===== config.mk =====
export PLATFORM = sky130hd
export DESIGN_NAME = archive_reader
export DESIGN_NICKNAME = d
export VERILOG_FILES = /design/src/crc16_step.v /design/src/archive_reader.v
export VERILOG_INCLUDE_DIRS = /design/src
export SDC_FILE = /design/constraint.sdc
export NUM_CORES = 2
export LEC_CHECK = 0
export BUFFER_PORTS_ARGS = -buffer_cell sky130_fd_sc_hd__buf_4
export CAP_MARGIN = 20
export CORE_ASPECT_RATIO = 0.75
export CORE_UTILIZATION = 50
export CTS_CLUSTER_DIAMETER = 40
export CTS_CLUSTER_SIZE = 28
export DETAILED_ROUTE_END_ITERATION = 10
export HOLD_SLACK_MARGIN = 0.12
export PLACE_DENSITY = 0.74
export SYNTH_ARGS = -nofsm -noshare
export SYNTH_HDL_FRONTEND = slang
export SYNTH_SLANG_ARGS = --single-unit

===== constraint.sdc =====
create_clock -name clock_in -period 9.75 [get_ports clock_in]
set_input_delay 1.4625 -clock clock_in [delete_from_list [all_inputs] [get_ports clock_in]]
set_output_delay 1.4625 -clock clock_in [all_outputs]
set_load 0.05 [all_outputs]

===== src/archive_defines.vh =====
// constants for the archive file reader: frame codes, archive layout,
// header values and the crc polynomial.
// assumes the includer works in bytes on a single 20 MHz clock.
//
// Contract
// - request: addr, 14h, 07h, ref type, file, start index, count, crc lo/hi
// - only one sub-request per frame; other byte counts are dropped
// - reference type byte is never checked
// - files 1..12: odd select headers, even archives, six types in order
// - start index picks the first archive entry returned
// - bytes returned equal twice the register count
// - data is one contiguous byte stream, high byte from lower address
// - 300th entry gives position 300, oldest 0, newest 299
// - full archive overwrites oldest; 301st gives 301, oldest 1, newest 0
// - position number counts up per entry, wraps to zero after 9999
// - four header copies per type in a ring, next slot per write
`ifndef ARCHIVE_DEFINES_VH
`define ARCHIVE_DEFINES_VH

// ----------------------------------------------------------------
// frame
// ----------------------------------------------------------------
`define FUNC_RD_REF 8'h14
`define SUB_LEN 8'h07
`define REF_TYPE_RSP 8'h06
`define ZERO_BYTE 8'h00
`define REQ_LEN 4'hC
`define FILE_MAX 8'h0C
`define MAX_REGS 8'h7D
`define BCNT_EXTRA 8'h02
`define SLEN_EXTRA 8'h01
`define RSP_FIXED 9'h007
`define IDX_ADDR 9'h000
`define IDX_FUNC 9'h001
`define IDX_BCNT 9'h002
`define IDX_SLEN 9'h003
`define IDX_REF 9'h004
`define DATA_FIRST 9'h005
`define CRC_INIT 16'hFFFF
`define CRC_GOOD 16'h0000
`define CRC_POLY 16'hA001

// ----------------------------------------------------------------
// archives
// ----------------------------------------------------------------
`define T_CPAR 3'h0
`define T_PAR 3'h1
`define T_EVT 3'h2
`define T_MIN 3'h3
`define T_DAY 3'h4
`define TYPE_LAST 3'h5
`define SZ_PAR 6'h22
`define SZ_EVT 6'h0C
`define SZ_MEAS 6'h28
`define MAX_PAR 16'h012C
`define MAX_EVT 16'h00C8
`define MAX_MIN 16'h2328
`define MAX_DAY 16'h0064
`define MAX_MON 16'h0019
`define BASE_CPAR 19'h0_0000
`define BASE_PAR 19'h0_27D8
`define BASE_EVT 19'h0_4FB0
`define BASE_MIN 19'h0_5910
`define BASE_DAY 19'h5_D750
`define BASE_MON 19'h5_E6F0

// ----------------------------------------------------------------
// header
// ----------------------------------------------------------------
`define HDR_EMPTY 48'h0000_FFFF_FFFF
`define IDX_EMPTY 16'hFFFF
`define POS_MAX 16'h270F
`define ONE16 16'h0001
`define ZERO16 16'h0000
`define HDR_RING_LAST 20'h0_001F
`define HDR_CRC_LO 3'h6
`define HDR_FIRST 3'h0
`define PTR_RESET 12'hFFF

`endif


===== src/crc16_step.v =====
// one byte step of the modbus crc16 (reflected polynomial).
// assumes the caller holds the running value and seeds it itself.
`timescale 1ns/1ps
`include "archive_defines.vh"

module crc16_step (
   input wire [15:0] crc_in,
   input wire [7:0] data_in,
   output reg [15:0] crc_out
);
   integer i;
   always @* begin
      crc_out = crc_in ^ {8'h00, data_in};
      for (i = 0; i < 8; i = i + 1) begin
         if (crc_out[0]) begin
            crc_out = (crc_out >> 1) ^ `CRC_POLY;
         end else begin
            crc_out = crc_out >> 1;
         end
      end
   end
endmodule // crc16_step


===== src/archive_reader.v =====
// archive file reader: parses 14h requests, streams archive or header
// bytes back, keeps the header rings as entries are written.
// assumes a byte-level serial layer on clock_in that flags frame end,
// and an archive store answering one cycle after mem_rd_out.
`timescale 1ns/1ps
`include "archive_defines.vh"

module archive_reader (
   input wire clock_in,
   input wire rst_n_in,
   input wire [7:0] dev_addr_in,
   input wire [7:0] rx_data_in,
   input wire rx_valid_in,
   input wire rx_end_in,
   input wire tx_ready_in,
   input wire entry_write_in,
   input wire [2:0] entry_type_in,
   input wire [7:0] mem_data_in,
   output wire [18:0] mem_addr_out,
   output wire mem_rd_out,
   output wire [7:0] tx_data_out,
   output wire tx_valid_out,
   output wire tx_last_out
);
   // ----------------------------------------------------------------
   // lookup
   // ----------------------------------------------------------------
   function [5:0] size_f(input [2:0] t);
      case (t)
         `T_CPAR, `T_PAR: size_f = `SZ_PAR;
         `T_EVT: size_f = `SZ_EVT;
         default: size_f = `SZ_MEAS;
      endcase
   endfunction
   function [18:0] base_f(input [2:0] t);
      case (t)
         `T_CPAR: base_f = `BASE_CPAR;
         `T_PAR: base_f = `BASE_PAR;
         `T_EVT: base_f = `BASE_EVT;
         `T_MIN: base_f = `BASE_MIN;
         `T_DAY: base_f = `BASE_DAY;
         default: base_f = `BASE_MON;
      endcase
   endfunction
   function [15:0] max_f(input [2:0] t);
      case (t)
         `T_CPAR, `T_PAR: max_f = `MAX_PAR;
         `T_EVT: max_f = `MAX_EVT;
         `T_MIN: max_f = `MAX_MIN;
         `T_DAY: max_f = `MAX_DAY;
         default: max_f = `MAX_MON;
      endcase
   endfunction
   function [15:0] inc_f(input [15:0] v, input [15:0] m);
      inc_f = (v + `ONE16 == m) ? `ZERO16 : v + `ONE16;
   endfunction

   localparam S_RX = 6'b000001;
   localparam S_CHK = 6'b000010;
   localparam S_PREP = 6'b000100;
   localparam S_WAIT = 6'b001000;
   localparam S_CAP = 6'b010000;
   localparam S_TX = 6'b100000;

   reg [5:0] state_r;
   reg [7:0] rxb [0:11];
   reg [3:0] rx_cnt_r;
   reg rx_ovf_r;
   reg [15:0] rx_crc_r;
   reg [2:0] type_r;
   reg hdr_sel_r;
   reg [15:0] start_r;
   reg [6:0] nreg_r;
   reg [8:0] len_r;
   reg [8:0] idx_r;
   reg [15:0] tx_crc_r;
   reg [15:0] hcrc_r;
   reg [2:0] hbyte_r;
   reg hbyte_en_r;
   reg [18:0] mem_addr_r;
   reg mem_rd_r;
   reg [7:0] tx_data_r;
   reg tx_valid_r;
   reg tx_last_r;
   reg [47:0] hdr_mem [0:23];
   reg [23:0] hdr_used_r;
   reg [11:0] wr_ptr_r;

   wire [15:0] rx_crc_nxt;
   wire [15:0] tx_crc_nxt;
   wire [15:0] hcrc_nxt;
   wire [15:0] hcrc_seed = (hbyte_r == `HDR_FIRST) ? `CRC_INIT : hcrc_r;

   crc16_step u_rx_crc (
      .crc_in(rx_crc_r),
      .data_in(rx_data_in),
      .crc_out(rx_crc_nxt)
   );
   crc16_step u_tx_crc (
      .crc_in(tx_crc_r),
      .data_in(tx_data_r),
      .crc_out(tx_crc_nxt)
   );
   crc16_step u_hdr_crc (
      .crc_in(hcrc_seed),
      .data_in(tx_data_r),
      .crc_out(hcrc_nxt)
   );

   // ----------------------------------------------------------------
   // request check
   // ----------------------------------------------------------------
   wire [7:0] file_m1 = rxb[5] - 8'h01;
   wire req_ok = (rx_cnt_r == `REQ_LEN) && !rx_ovf_r
      && (rx_crc_r == `CRC_GOOD)
      && (rxb[0] == dev_addr_in) && (rxb[1] == `FUNC_RD_REF)
      && (rxb[2] == `SUB_LEN)
      // reference type in rxb[3] deliberately not looked at
      && (rxb[4] == `ZERO_BYTE) && (rxb[5] != `ZERO_BYTE)
      && (rxb[5] <= `FILE_MAX)
      && (rxb[8] == `ZERO_BYTE) && (rxb[9] != `ZERO_BYTE)
      && (rxb[9] <= `MAX_REGS);

   // ----------------------------------------------------------------
   // byte source
   // ----------------------------------------------------------------
   wire [8:0] k_full = idx_r - `DATA_FIRST;
   wire [7:0] k_w = k_full[7:0];
   wire [21:0] prod_w = start_r * size_f(type_r);
   wire [21:0] arc_w = prod_w + {3'b000, base_f(type_r)}
      + {14'h0000, k_w};
   wire [19:0] hj_w = {1'b0, start_r, 3'b000} + {12'h000, k_w};
   wire hj_in = (hj_w <= `HDR_RING_LAST);
   wire [4:0] slot_w = {type_r, hj_w[4:3]};
   wire [47:0] hword_w = hdr_used_r[slot_w] ? hdr_mem[slot_w]
      : `HDR_EMPTY;
   wire [47:0] hshift_w = hword_w << {hj_w[2:0], 3'b000};
   wire [8:0] crc_lo_idx = len_r - 9'h002;
   wire [8:0] last_idx = len_r - 9'h001;

   reg [7:0] byte_nxt;
   reg fetch_nxt;
   reg hdr_byte_nxt;
   always @* begin
      byte_nxt = `ZERO_BYTE;
      fetch_nxt = 1'b0;
      hdr_byte_nxt = 1'b0;
      case (idx_r)
         `IDX_ADDR: byte_nxt = dev_addr_in;
         `IDX_FUNC: byte_nxt = `FUNC_RD_REF;
         `IDX_BCNT: byte_nxt = {nreg_r, 1'b0} + `BCNT_EXTRA;
         `IDX_SLEN: byte_nxt = {nreg_r, 1'b0} + `SLEN_EXTRA;
         `IDX_REF: byte_nxt = `REF_TYPE_RSP;
         default: begin
            if (idx_r == crc_lo_idx) begin
               byte_nxt = tx_crc_r[7:0];
            end else if (idx_r == last_idx) begin
               byte_nxt = tx_crc_r[15:8];
            end else if (!hdr_sel_r) begin
               fetch_nxt = 1'b1;
            end else if (hj_in) begin
               // header crc is only right when the copy is read whole
               hdr_byte_nxt = 1'b1;
               byte_nxt = (hj_w[2:0] >= `HDR_CRC_LO)
                  ? (hj_w[0] ? hcrc_r[15:8] : hcrc_r[7:0])
                  : hshift_w[47:40];
            end
         end
      endcase
   end

   // ----------------------------------------------------------------
   // frame sequencer
   // ----------------------------------------------------------------
   always @(posedge clock_in or negedge rst_n_in) begin
      if (!rst_n_in) begin
         state_r <= S_RX;
         rx_cnt_r <= 4'h0;
         rx_ovf_r <= 1'b0;
         rx_crc_r <= `CRC_INIT;
         type_r <= 3'h0;
         hdr_sel_r <= 1'b0;
         start_r <= `ZERO16;
         nreg_r <= 7'h00;
         len_r <= 9'h000;
         idx_r <= 9'h000;
         tx_crc_r <= `CRC_INIT;
         hcrc_r <= `CRC_INIT;
         hbyte_r <= 3'h0;
         hbyte_en_r <= 1'b0;
         mem_addr_r <= 19'h0_0000;
         mem_rd_r <= 1'b0;
         tx_data_r <= `ZERO_BYTE;
         tx_valid_r <= 1'b0;
         tx_last_r <= 1'b0;
      end else begin
         case (state_r)
            S_RX: begin
               if (rx_valid_in) begin
                  if (rx_cnt_r < `REQ_LEN) begin
                     rxb[rx_cnt_r] <= rx_data_in;
                     rx_cnt_r <= rx_cnt_r + 4'h1;
                     rx_crc_r <= rx_crc_nxt;
                  end else begin
                     rx_ovf_r <= 1'b1;
                  end
               end
               if (rx_end_in) begin
                  state_r <= S_CHK;
               end
            end
            S_CHK: begin
               // bad frames are dropped silently, as a slave must
               rx_cnt_r <= 4'h0;
               rx_ovf_r <= 1'b0;
               rx_crc_r <= `CRC_INIT;
               if (req_ok) begin
                  type_r <= file_m1[3:1];
                  hdr_sel_r <= ~file_m1[0];
                  start_r <= {rxb[6], rxb[7]};
                  nreg_r <= rxb[9][6:0];
                  len_r <= {1'b0, rxb[9][6:0], 1'b0} + `RSP_FIXED;
                  idx_r <= `IDX_ADDR;
                  tx_crc_r <= `CRC_INIT;
                  state_r <= S_PREP;
               end else begin
                  state_r <= S_RX;
               end
            end
            S_PREP: begin
               if (fetch_nxt) begin
                  mem_addr_r <= arc_w[18:0];
                  mem_rd_r <= 1'b1;
                  state_r <= S_WAIT;
               end else begin
                  tx_data_r <= byte_nxt;
                  tx_valid_r <= 1'b1;
                  tx_last_r <= (idx_r == last_idx);
                  hbyte_r <= hj_w[2:0];
                  hbyte_en_r <= hdr_byte_nxt;
                  state_r <= S_TX;
               end
            end
            S_WAIT: begin
               mem_rd_r <= 1'b0;
               state_r <= S_CAP;
            end
            S_CAP: begin
               tx_data_r <= mem_data_in;
               tx_valid_r <= 1'b1;
               tx_last_r <= 1'b0;
               hbyte_en_r <= 1'b0;
               state_r <= S_TX;
            end
            S_TX: begin
               if (tx_ready_in) begin
                  tx_valid_r <= 1'b0;
                  tx_last_r <= 1'b0;
                  if (idx_r < crc_lo_idx) begin
                     tx_crc_r <= tx_crc_nxt;
                  end
                  if (hbyte_en_r && (hbyte_r < `HDR_CRC_LO)) begin
                     hcrc_r <= hcrc_nxt;
                  end
                  if (tx_last_r) begin
                     state_r <= S_RX;
                  end else begin
                     idx_r <= idx_r + 9'h001;
                     state_r <= S_PREP;
                  end
               end
            end
            default: state_r <= S_RX;
         endcase
      end
   end

   // ----------------------------------------------------------------
   // header rings
   // ----------------------------------------------------------------
   wire [1:0] wp_cur = wr_ptr_r[{entry_type_in, 1'b0} +: 2];
   wire [1:0] wp_new = wp_cur + 2'b01;
   wire [4:0] ws_cur = {entry_type_in, wp_cur};
   wire [4:0] ws_new = {entry_type_in, wp_new};
   wire [47:0] wcur = hdr_used_r[ws_cur] ? hdr_mem[ws_cur] : `HDR_EMPTY;
   wire [15:0] w_pos = wcur[47:32];
   wire [15:0] w_old = wcur[31:16];
   wire [15:0] w_newest = wcur[15:0];
   wire [15:0] w_max = max_f(entry_type_in);
   wire w_empty = (w_newest == `IDX_EMPTY);
   wire [15:0] n_new = w_empty ? `ZERO16 : inc_f(w_newest, w_max);
   // catching up with the oldest means full: drop the oldest
   wire [15:0] o_new = w_empty ? `ZERO16
      : ((n_new == w_old) ? inc_f(w_old, w_max) : w_old);
   wire [15:0] p_new = (w_pos == `POS_MAX) ? `ZERO16
      : w_pos + `ONE16;
   wire we_w = entry_write_in && (entry_type_in <= `TYPE_LAST);

   always @(posedge clock_in or negedge rst_n_in) begin
      if (!rst_n_in) begin
         wr_ptr_r <= `PTR_RESET;
         hdr_used_r <= 24'h00_0000;
      end else if (we_w) begin
         wr_ptr_r[{entry_type_in, 1'b0} +: 2] <= wp_new;
         hdr_used_r[ws_new] <= 1'b1;
      end
   end

   always @(posedge clock_in) begin
      if (we_w) begin
         hdr_mem[ws_new] <= {p_new, o_new, n_new};
      end
   end

   assign mem_addr_out = mem_addr_r;
   assign mem_rd_out = mem_rd_r;
   assign tx_data_out = tx_data_r;
   assign tx_valid_out = tx_valid_r;
   assign tx_last_out = tx_last_r;
endmodule // archive_reader


After elaboration in Yosys (flattened, before gate mapping)
Memories as Yosys holds them, arrays and structs flattened. A register that Yosys moved wholly into a read port is not among the register bits.
Cells that the tools add are included.

word-level totals
  word-level logic and storage cells = 271
  bits in writable memories = 1248
  output and inout bits = 30
  flip-flop bits (word level) = 158
  memories kept = 2
  bits of input ports = 33

operators by class
  bitwise logic cells = 30
  reductions and logical operators = 47
  multiply operators = 1
  $lt $le $gt $ge = 12
  equality and inequality tests = 39
  mux-type cells = 99
  add/sub/neg operators = 17
  shift-type cells = 4

memory list
  name     depth  bits a word  read ports  clocked after Yosys merged registers in  write ports  line                 RTL
  hdr_mem  24     48           2           0                                        1            archive_reader.v:85  reg [47:0] hdr_mem [0:23];
  rxb      12     8            9           2                                        1            archive_reader.v:66  reg [7:0] rxb [0:11];

operator list
  operator                                                                 number
  16-bit two-way mux                                                       36
  48-bit two-way mux                                                       2
  19-bit one-hot mux with 5 select lines                                   1
  2-bit NOT with 3-bit output                                              24
  16-bit one-hot mux with 2 select lines                                   2
  8-bit two-way mux                                                        7
  14-bit one-hot mux with 4 select lines                                   1
  16-bit by 1-bit adder with 16-bit output (second input constant)         3
  16-bit equality test                                                     3
  48-bit by 6-bit left shift with 48-bit output                            1
  16-bit by 8-bit bitwise XOR with 16-bit output                           3
  8-bit one-hot mux with 5 select lines                                    1
  6-bit one-hot mux with 6 select lines                                    1
  9-bit two-way mux                                                        3
  1-bit two-way mux                                                        25
  24-bit bitwise OR                                                        1
  19-bit by 8-bit adder with 20-bit output                                 1
  20-bit by 5-bit <= comparator with 1-bit output (second input constant)  1
  2-bit inequality test (second input constant)                            10
  19-bit adder                                                             1
  19-bit by 8-bit adder with 19-bit output                                 1
  16-bit by 6-bit multiplier with 19-bit output                            1
  9-bit by 2-bit equality test with 1-bit output (second input constant)   2
  9-bit equality test                                                      2
  other kinds (67)                                                         116

Longest topological paths before layout
  depth in word-level cells = 20
  mapped depth = 35

By module
A second synthesis with hierarchy kept.

second synthesis, totals
  cell total of the unflattened synthesis = 5358
  area total of the unflattened synthesis = 72592.1 um^2

by module, submodules not included
  module          instances  area an instance (um^2)  cells an instance  sequential area each (um^2)
  archive_reader  1          71740.1                  5271               41185.8
  crc16_step      3          284.0                    29                 0.0

Worst setup path before layout
No wires, ideal clock.

  kind = input to register
  start point = input port entry_type_in[0]
  end point = memory hdr_mem[0][20], data pin
  cell stages on the path = 27
  arrival time = 10.784 ns
  path slack = -1.657 ns
  path through = buf_2 buf_6 mux2_4 a222oi_1 buf_4 buf_8 buf_12 buf_4 mux2i_1 nand2_1 a31oi_1 nand3_1 clkbuf_1 clkbuf_1 buf_1 nand2b_1 ha_1 clkbuf_1 nand2_1 or4_1 a21oi_2 a2111oi_0 a211oi_1 o2111ai_1 or4b_1 clkbuf_1 a2111oi_0

between the ends
  word-level cells in the longest chain between the ends = 11
  elaborated cells between the ends (all ways) = 23
  those cells by class = add/sub: 2; eq/ne: 8; shift: 1; mux: 9; reduce/logical: 2; memory: 1

ends and longest elaborated chain
  what                                                    line                  RTL
  start, declared                                         archive_reader.v:17   input wire [2:0] entry_type_in,
  12-bit by 5-bit variable part select with 2-bit output  archive_reader.v:281  wire [1:0] wp_cur = wr_ptr_r[{entry_type_in, 1'b0} +: 2];
  1-bit binary-select mux with 5-bit select               archive_reader.v:285  wire [47:0] wcur = hdr_used_r[ws_cur] ? hdr_mem[ws_cur] : `HDR_EMPTY;
  1-bit two-way mux (implied by the code)                 archive_reader.v:285
  48-bit two-way mux (no line)                            -
  16-bit by 1-bit adder with 16-bit output (no line)      -
  16-bit equality test                                    archive_reader.v:55   inc_f = (v + `ONE16 == m) ? `ZERO16 : v + `ONE16;
  16-bit two-way mux (no line)                            -
  16-bit two-way mux (*)                                  archive_reader.v:291  wire [15:0] n_new = w_empty ? `ZERO16 : inc_f(w_newest, w_max);
  via n_new[12]                                           archive_reader.v:291
  16-bit equality test (*)                                archive_reader.v:294  : ((n_new == w_old) ? inc_f(w_old, w_max) : w_old);
  16-bit two-way mux (*)                                  archive_reader.v:294
  16-bit two-way mux (*)                                  archive_reader.v:293  wire [15:0] o_new = w_empty ? `ZERO16
  via o_new[4]                                            archive_reader.v:293
  end, declared                                           archive_reader.v:85

The timed path passes the listed nets; every way through them passes the cells marked *. The select of a mux whose other input is x is not followed.

Final worst setup path
  start point = input port entry_type_in[0]
  end point = memory hdr_mem[19][23], data pin

between the ends
  word-level cells in the longest chain between the ends = 11
  elaborated cells between the ends (all ways) = 23
  those cells by class = add/sub: 2; eq/ne: 8; shift: 1; mux: 9; reduce/logical: 2; memory: 1

ends and longest elaborated chain
  what                                                    line
  12-bit by 5-bit variable part select with 2-bit output  archive_reader.v:281
  1-bit binary-select mux with 5-bit select               archive_reader.v:285
  1-bit two-way mux (implied by the code)                 archive_reader.v:285
  48-bit two-way mux (no line)                            -
  16-bit by 1-bit adder with 16-bit output (no line)      -
  16-bit equality test                                    archive_reader.v:55
  16-bit two-way mux (no line)                            -
  16-bit two-way mux                                      archive_reader.v:291
  16-bit equality test                                    archive_reader.v:294
  16-bit two-way mux                                      archive_reader.v:294
  16-bit two-way mux (*)                                  archive_reader.v:293
  via o_new[7]                                            archive_reader.v:293

Marks and branches as above.

==> impl_metrics.csv <==
group,metric,value,unit
status,status,"finished clean",
placement,gp_congestion,0.9968,
route,wire_per_inst,31.94,um
setup_path,path_cells,"buf_4 > mux2_4 > a222oi_1 > buf_12 > buf_12 > mux2i_1 > o22ai_1 > nand2_1 > o2111ai_1 > nand2b_1 > ha_1 > or3_1 > a2111oi_0 > o21ai_0 > nor4_1 > o211ai_1 > a221oi_1 > or4b_1 > buf_4 > o21ai_1 > buf_4",
global_routing,grt_usage,31.37,%
yosys,avgSynthCellArea,14.19,um2
floorplan,io_pins,63,
yosys,synthArstFlopShare,12.45,%
setup_path,crit_path_end_kind,"register",
yosys,syn_inst,5070,
clocking,clk_pin_slew,70,ps
yosys,synth_cell_types,96,
placement,placed_cells,6911,
clocking,post-cts-setup-buffers,0,
clocking,cts_root_buf,"clkbuf_16",
cells_and_area,area_growth,11.90,%
setup_path,cp_top_family,"compound AO/OA/AOI/OAI gates",
route,num_vias,49270,
global_routing,grt_max_degree,123,
setup_path,critPathKind,"input port to register",
clocking,cts_sinks,1398,
setup_path,path_buf_inv,5,
setup_path,worst_path_max_delay_cell,"o21ai_1",
cells_and_area,stdcell_count,7183,
sta,relSlewSlack,16.68,%
sta,fin_hold_ws,479.6,ps
sta,fin_ws,532.1,ps
setup_path,critPathMaxStageDelay,760,ps
sta,rsz0062_at_grt,"no",
yosys,yosysSeqAreaShare,57.24,%
sta,hold_viol_final,0,
sta,period_share,94.54,%
min_path,hold_class,"register to register",
sta,fmax,0.1085,GHz
sta,worst_pin_slew,1250,ps
global_routing,grt_first_pass_wirelength,329.4,mm
yosys,netlist_area,0.07195,mm2
power,power_density,222.4,mW/mm2
route,drt_iter0_markers,7854,
global_routing,grt_overflow,0,
setup_path,crit_top_cell,"buf_4",
flow_run,cap_violations,0,
route,via_per_inst,6.859,
floorplan,die_h,330.5,um
floorplan,start_util,50.39,%
route,first_pass_iters,7,
clocking,cts_hold_buf,0,
power,irDropWorstVdd,201.8,uV
floorplan,die_w,440.0,um
placement,portBuffers,62,
placement,dpl_cell_area,0.07535,mm2
setup_path,cp.arrival,9820,ps
floorplan,core_area,0.1428,mm2
route,drc_errors,0,
sta,finClkSkew,46.77,ps
cells_and_area,utilization,56.38,%
cells_and_area,final_area,0.08051,mm2
power,p_leak,29.70,nW
clocking,cts_buffer_depth,3,
yosys,syn_nets,5253,
setup_path,start_kind,"input port",
yosys,yosys_register_bits,1398,
clocking,clock_latency,820,ps
global_routing,antenna_found_initial,6,
setup_path,worstPathMaxFanout,82,
route,routed_wl,229.4,mm
sta,drv_slew,0,
clocking,cts_made_buffers,143,
route,postRouteAntennaNets,0,
setup_path,cp.required,10360,ps
floorplan,rows,120,
placement,post-place-ws,113.1,ps
clocking,htreeDepth,4,
yosys,synth-edff-count,1224,
clocking,cts_tree,"built",
floorplan,dieArea,0.1454,mm2
yosys,yosysWarningCount,0,
power,power,17.90,mW
sta,min_period,9218,ps
placement,dp_hpwl,141.5,mm
cells_and_area,fin_nets,5354,
sta,setup_tns,0,ps
cells_and_area,drive_gt1_share,22.38,%
sta,finalSetupViolCount,0,
clocking,post_cts_resized,0,
global_routing,grt_pass1_vias,47280,
yosys,synth_flop_cell,"edfxtp_1",
synth_stat cells (61+ instances only):
master    number  area share (%)
a21oi_1      119            0.83
a22oi_1       63            0.66
a31oi_1       72            0.63
and3_1        68            0.59
clkbuf_1     204             1.1
dfrtp_1      113             3.9
dfstp_2       61             2.2
edfxtp_1    1224              51
ha_1         103             1.8
inv_1        123            0.64
mux2i_1      409             5.7
mux4_2       402              13
nand2_1      477             2.5
nand3_1       76            0.53
nor2_1       241             1.3
o21ai_0      166             1.2
o22ai_1      107            0.93
xnor2_1      139             1.7
final timing paths:
| check | to | start | cells after the start | slack, ps |
|---|---|---|---|---|
| worst min register to register | start_r[2] | rxb[7][2] | 1 | 480 |
| max in group asynchronous | idx_r[0] | rst_n_in | 2 | 7690 |
| worst min-delay path | start_r[2] | rxb[7][2] | 1 | 480 |
| min in group asynchronous | rx_cnt_r[3] | rst_n_in | 1 | 670 |
| worst max register to register | hdr_mem[19][23] | wr_ptr_r[6] | 20 | 1110 |
| worst max-delay path | hdr_mem[19][23] | entry_type_in[0] | 21 | 530 |
layer usage:
metal	GRT usage (%)	vias up	share of wire, %
met2	43.78	3850	41
met5	0.3226	-	0.070
met3	11.37	665	16
li1	-	20060	-
met4	11.90	16	4.1
met1	44.82	24680	38
power breakdown:
group	total (mW)	switching (mW)	internal, mW
sequential	7.75	0.142	7.60
combinational	4.28	2.89	1.38
clock	5.88	2.69	3.19
total	17.9	5.73	12.2
cell usage in the layout (no fill, tap or decap), types with 35 or more instances in the layout:
master | synthesis | layout
nor4_1 | 49 | 48
a31oi_1 | 72 | 72
edfxtp_1 | 1224 | 1224
nor3_1 | 59 | 58
buf_4 | 8 | 272
ha_1 | 103 | 102
dfstp_2 | 61 | 61
and2_1 | 43 | 43
fa_1 | 47 | 46
nand3_1 | 76 | 75
mux2_2 | 59 | 59
a21oi_1 | 119 | 119
and3_1 | 68 | 67
o21ai_0 | 166 | 164
nand2_1 | 477 | 476
o22ai_1 | 107 | 107
xor2_1 | 51 | 51
clkbuf_16 | 0 | 143
nor2b_1 | 38 | 38
mux2i_1 | 409 | 408
xnor2_1 | 139 | 139
dfrtp_1 | 113 | 110
a22oi_1 | 63 | 63
mux4_2 | 402 | 402
inv_1 | 123 | 121
or2_2 | 35 | 35
nor2_1 | 241 | 211
kinds of logic (layout without fill, tap and decap cells):
family / after synthesis / in the layout / share of synthesized area [%]
buffers and inverters: 470 / 690 / 2.969
AO/OA/AOI/OAI: 765 / 765 / 6.975
adder cells (fa/ha/maj): 150 / 150 / 3.099
flip-flops: 1398 / 1398 / 57.24
multiplexers: 872 / 872 / 19.23
AND/OR/NAND/NOR: 1225 / 1225 / 8.165
XOR/XNOR: 190 / 190 / 2.313
other: 0 / 2 / 0
worst reg2reg max path: stages, from the launching register on:
cell and delay (ps):
dfstp_2 380, mux2_4 260, a222oi_1 580, buf_12 270
buf_12 420, mux2i_1 300, o22ai_1 100, nand2_1 120
o2111ai_1 230, nand2b_1 400, ha_1 430, or3_1 410
a2111oi_0 720, o21ai_0 330, nor4_1 700, o211ai_1 180
a221oi_1 410, or4b_1 730, buf_4 290, o21ai_1 760
buf_4 410
registers in the layout (all words and copies together) (netlist names), 3 cells and up:
register / count
tx_crc_r: 16
nreg_r: 7
start_r: 16
type_r: 3
hcrc_r: 16
wr_ptr_r: 12
len_r: 9
rxb: 72
state_r: 6
hbyte_r: 3
idx_r: 9
hdr_mem: 1152
mem_addr_out: 19
hdr_used_r: 24
tx_data_out: 8
rx_cnt_r: 4
rx_crc_r: 16
final cells by class:
type / instances / area (um2)
Antenna cell: 2 / 5.005
Inverter: 132 / 503.0
Sequential cell: 1398 / 41190
Fill cell: 10860 / 62280
Clock inverter: 113 / 1473
Clock buffer: 151 / 3608
Timing Repair Buffer: 294 / 2400
Tap cell: 1891 / 2366
Multi-Input combinational cell: 3202 / 28970
Note: power is estimated with default switching activity, not from simulation.
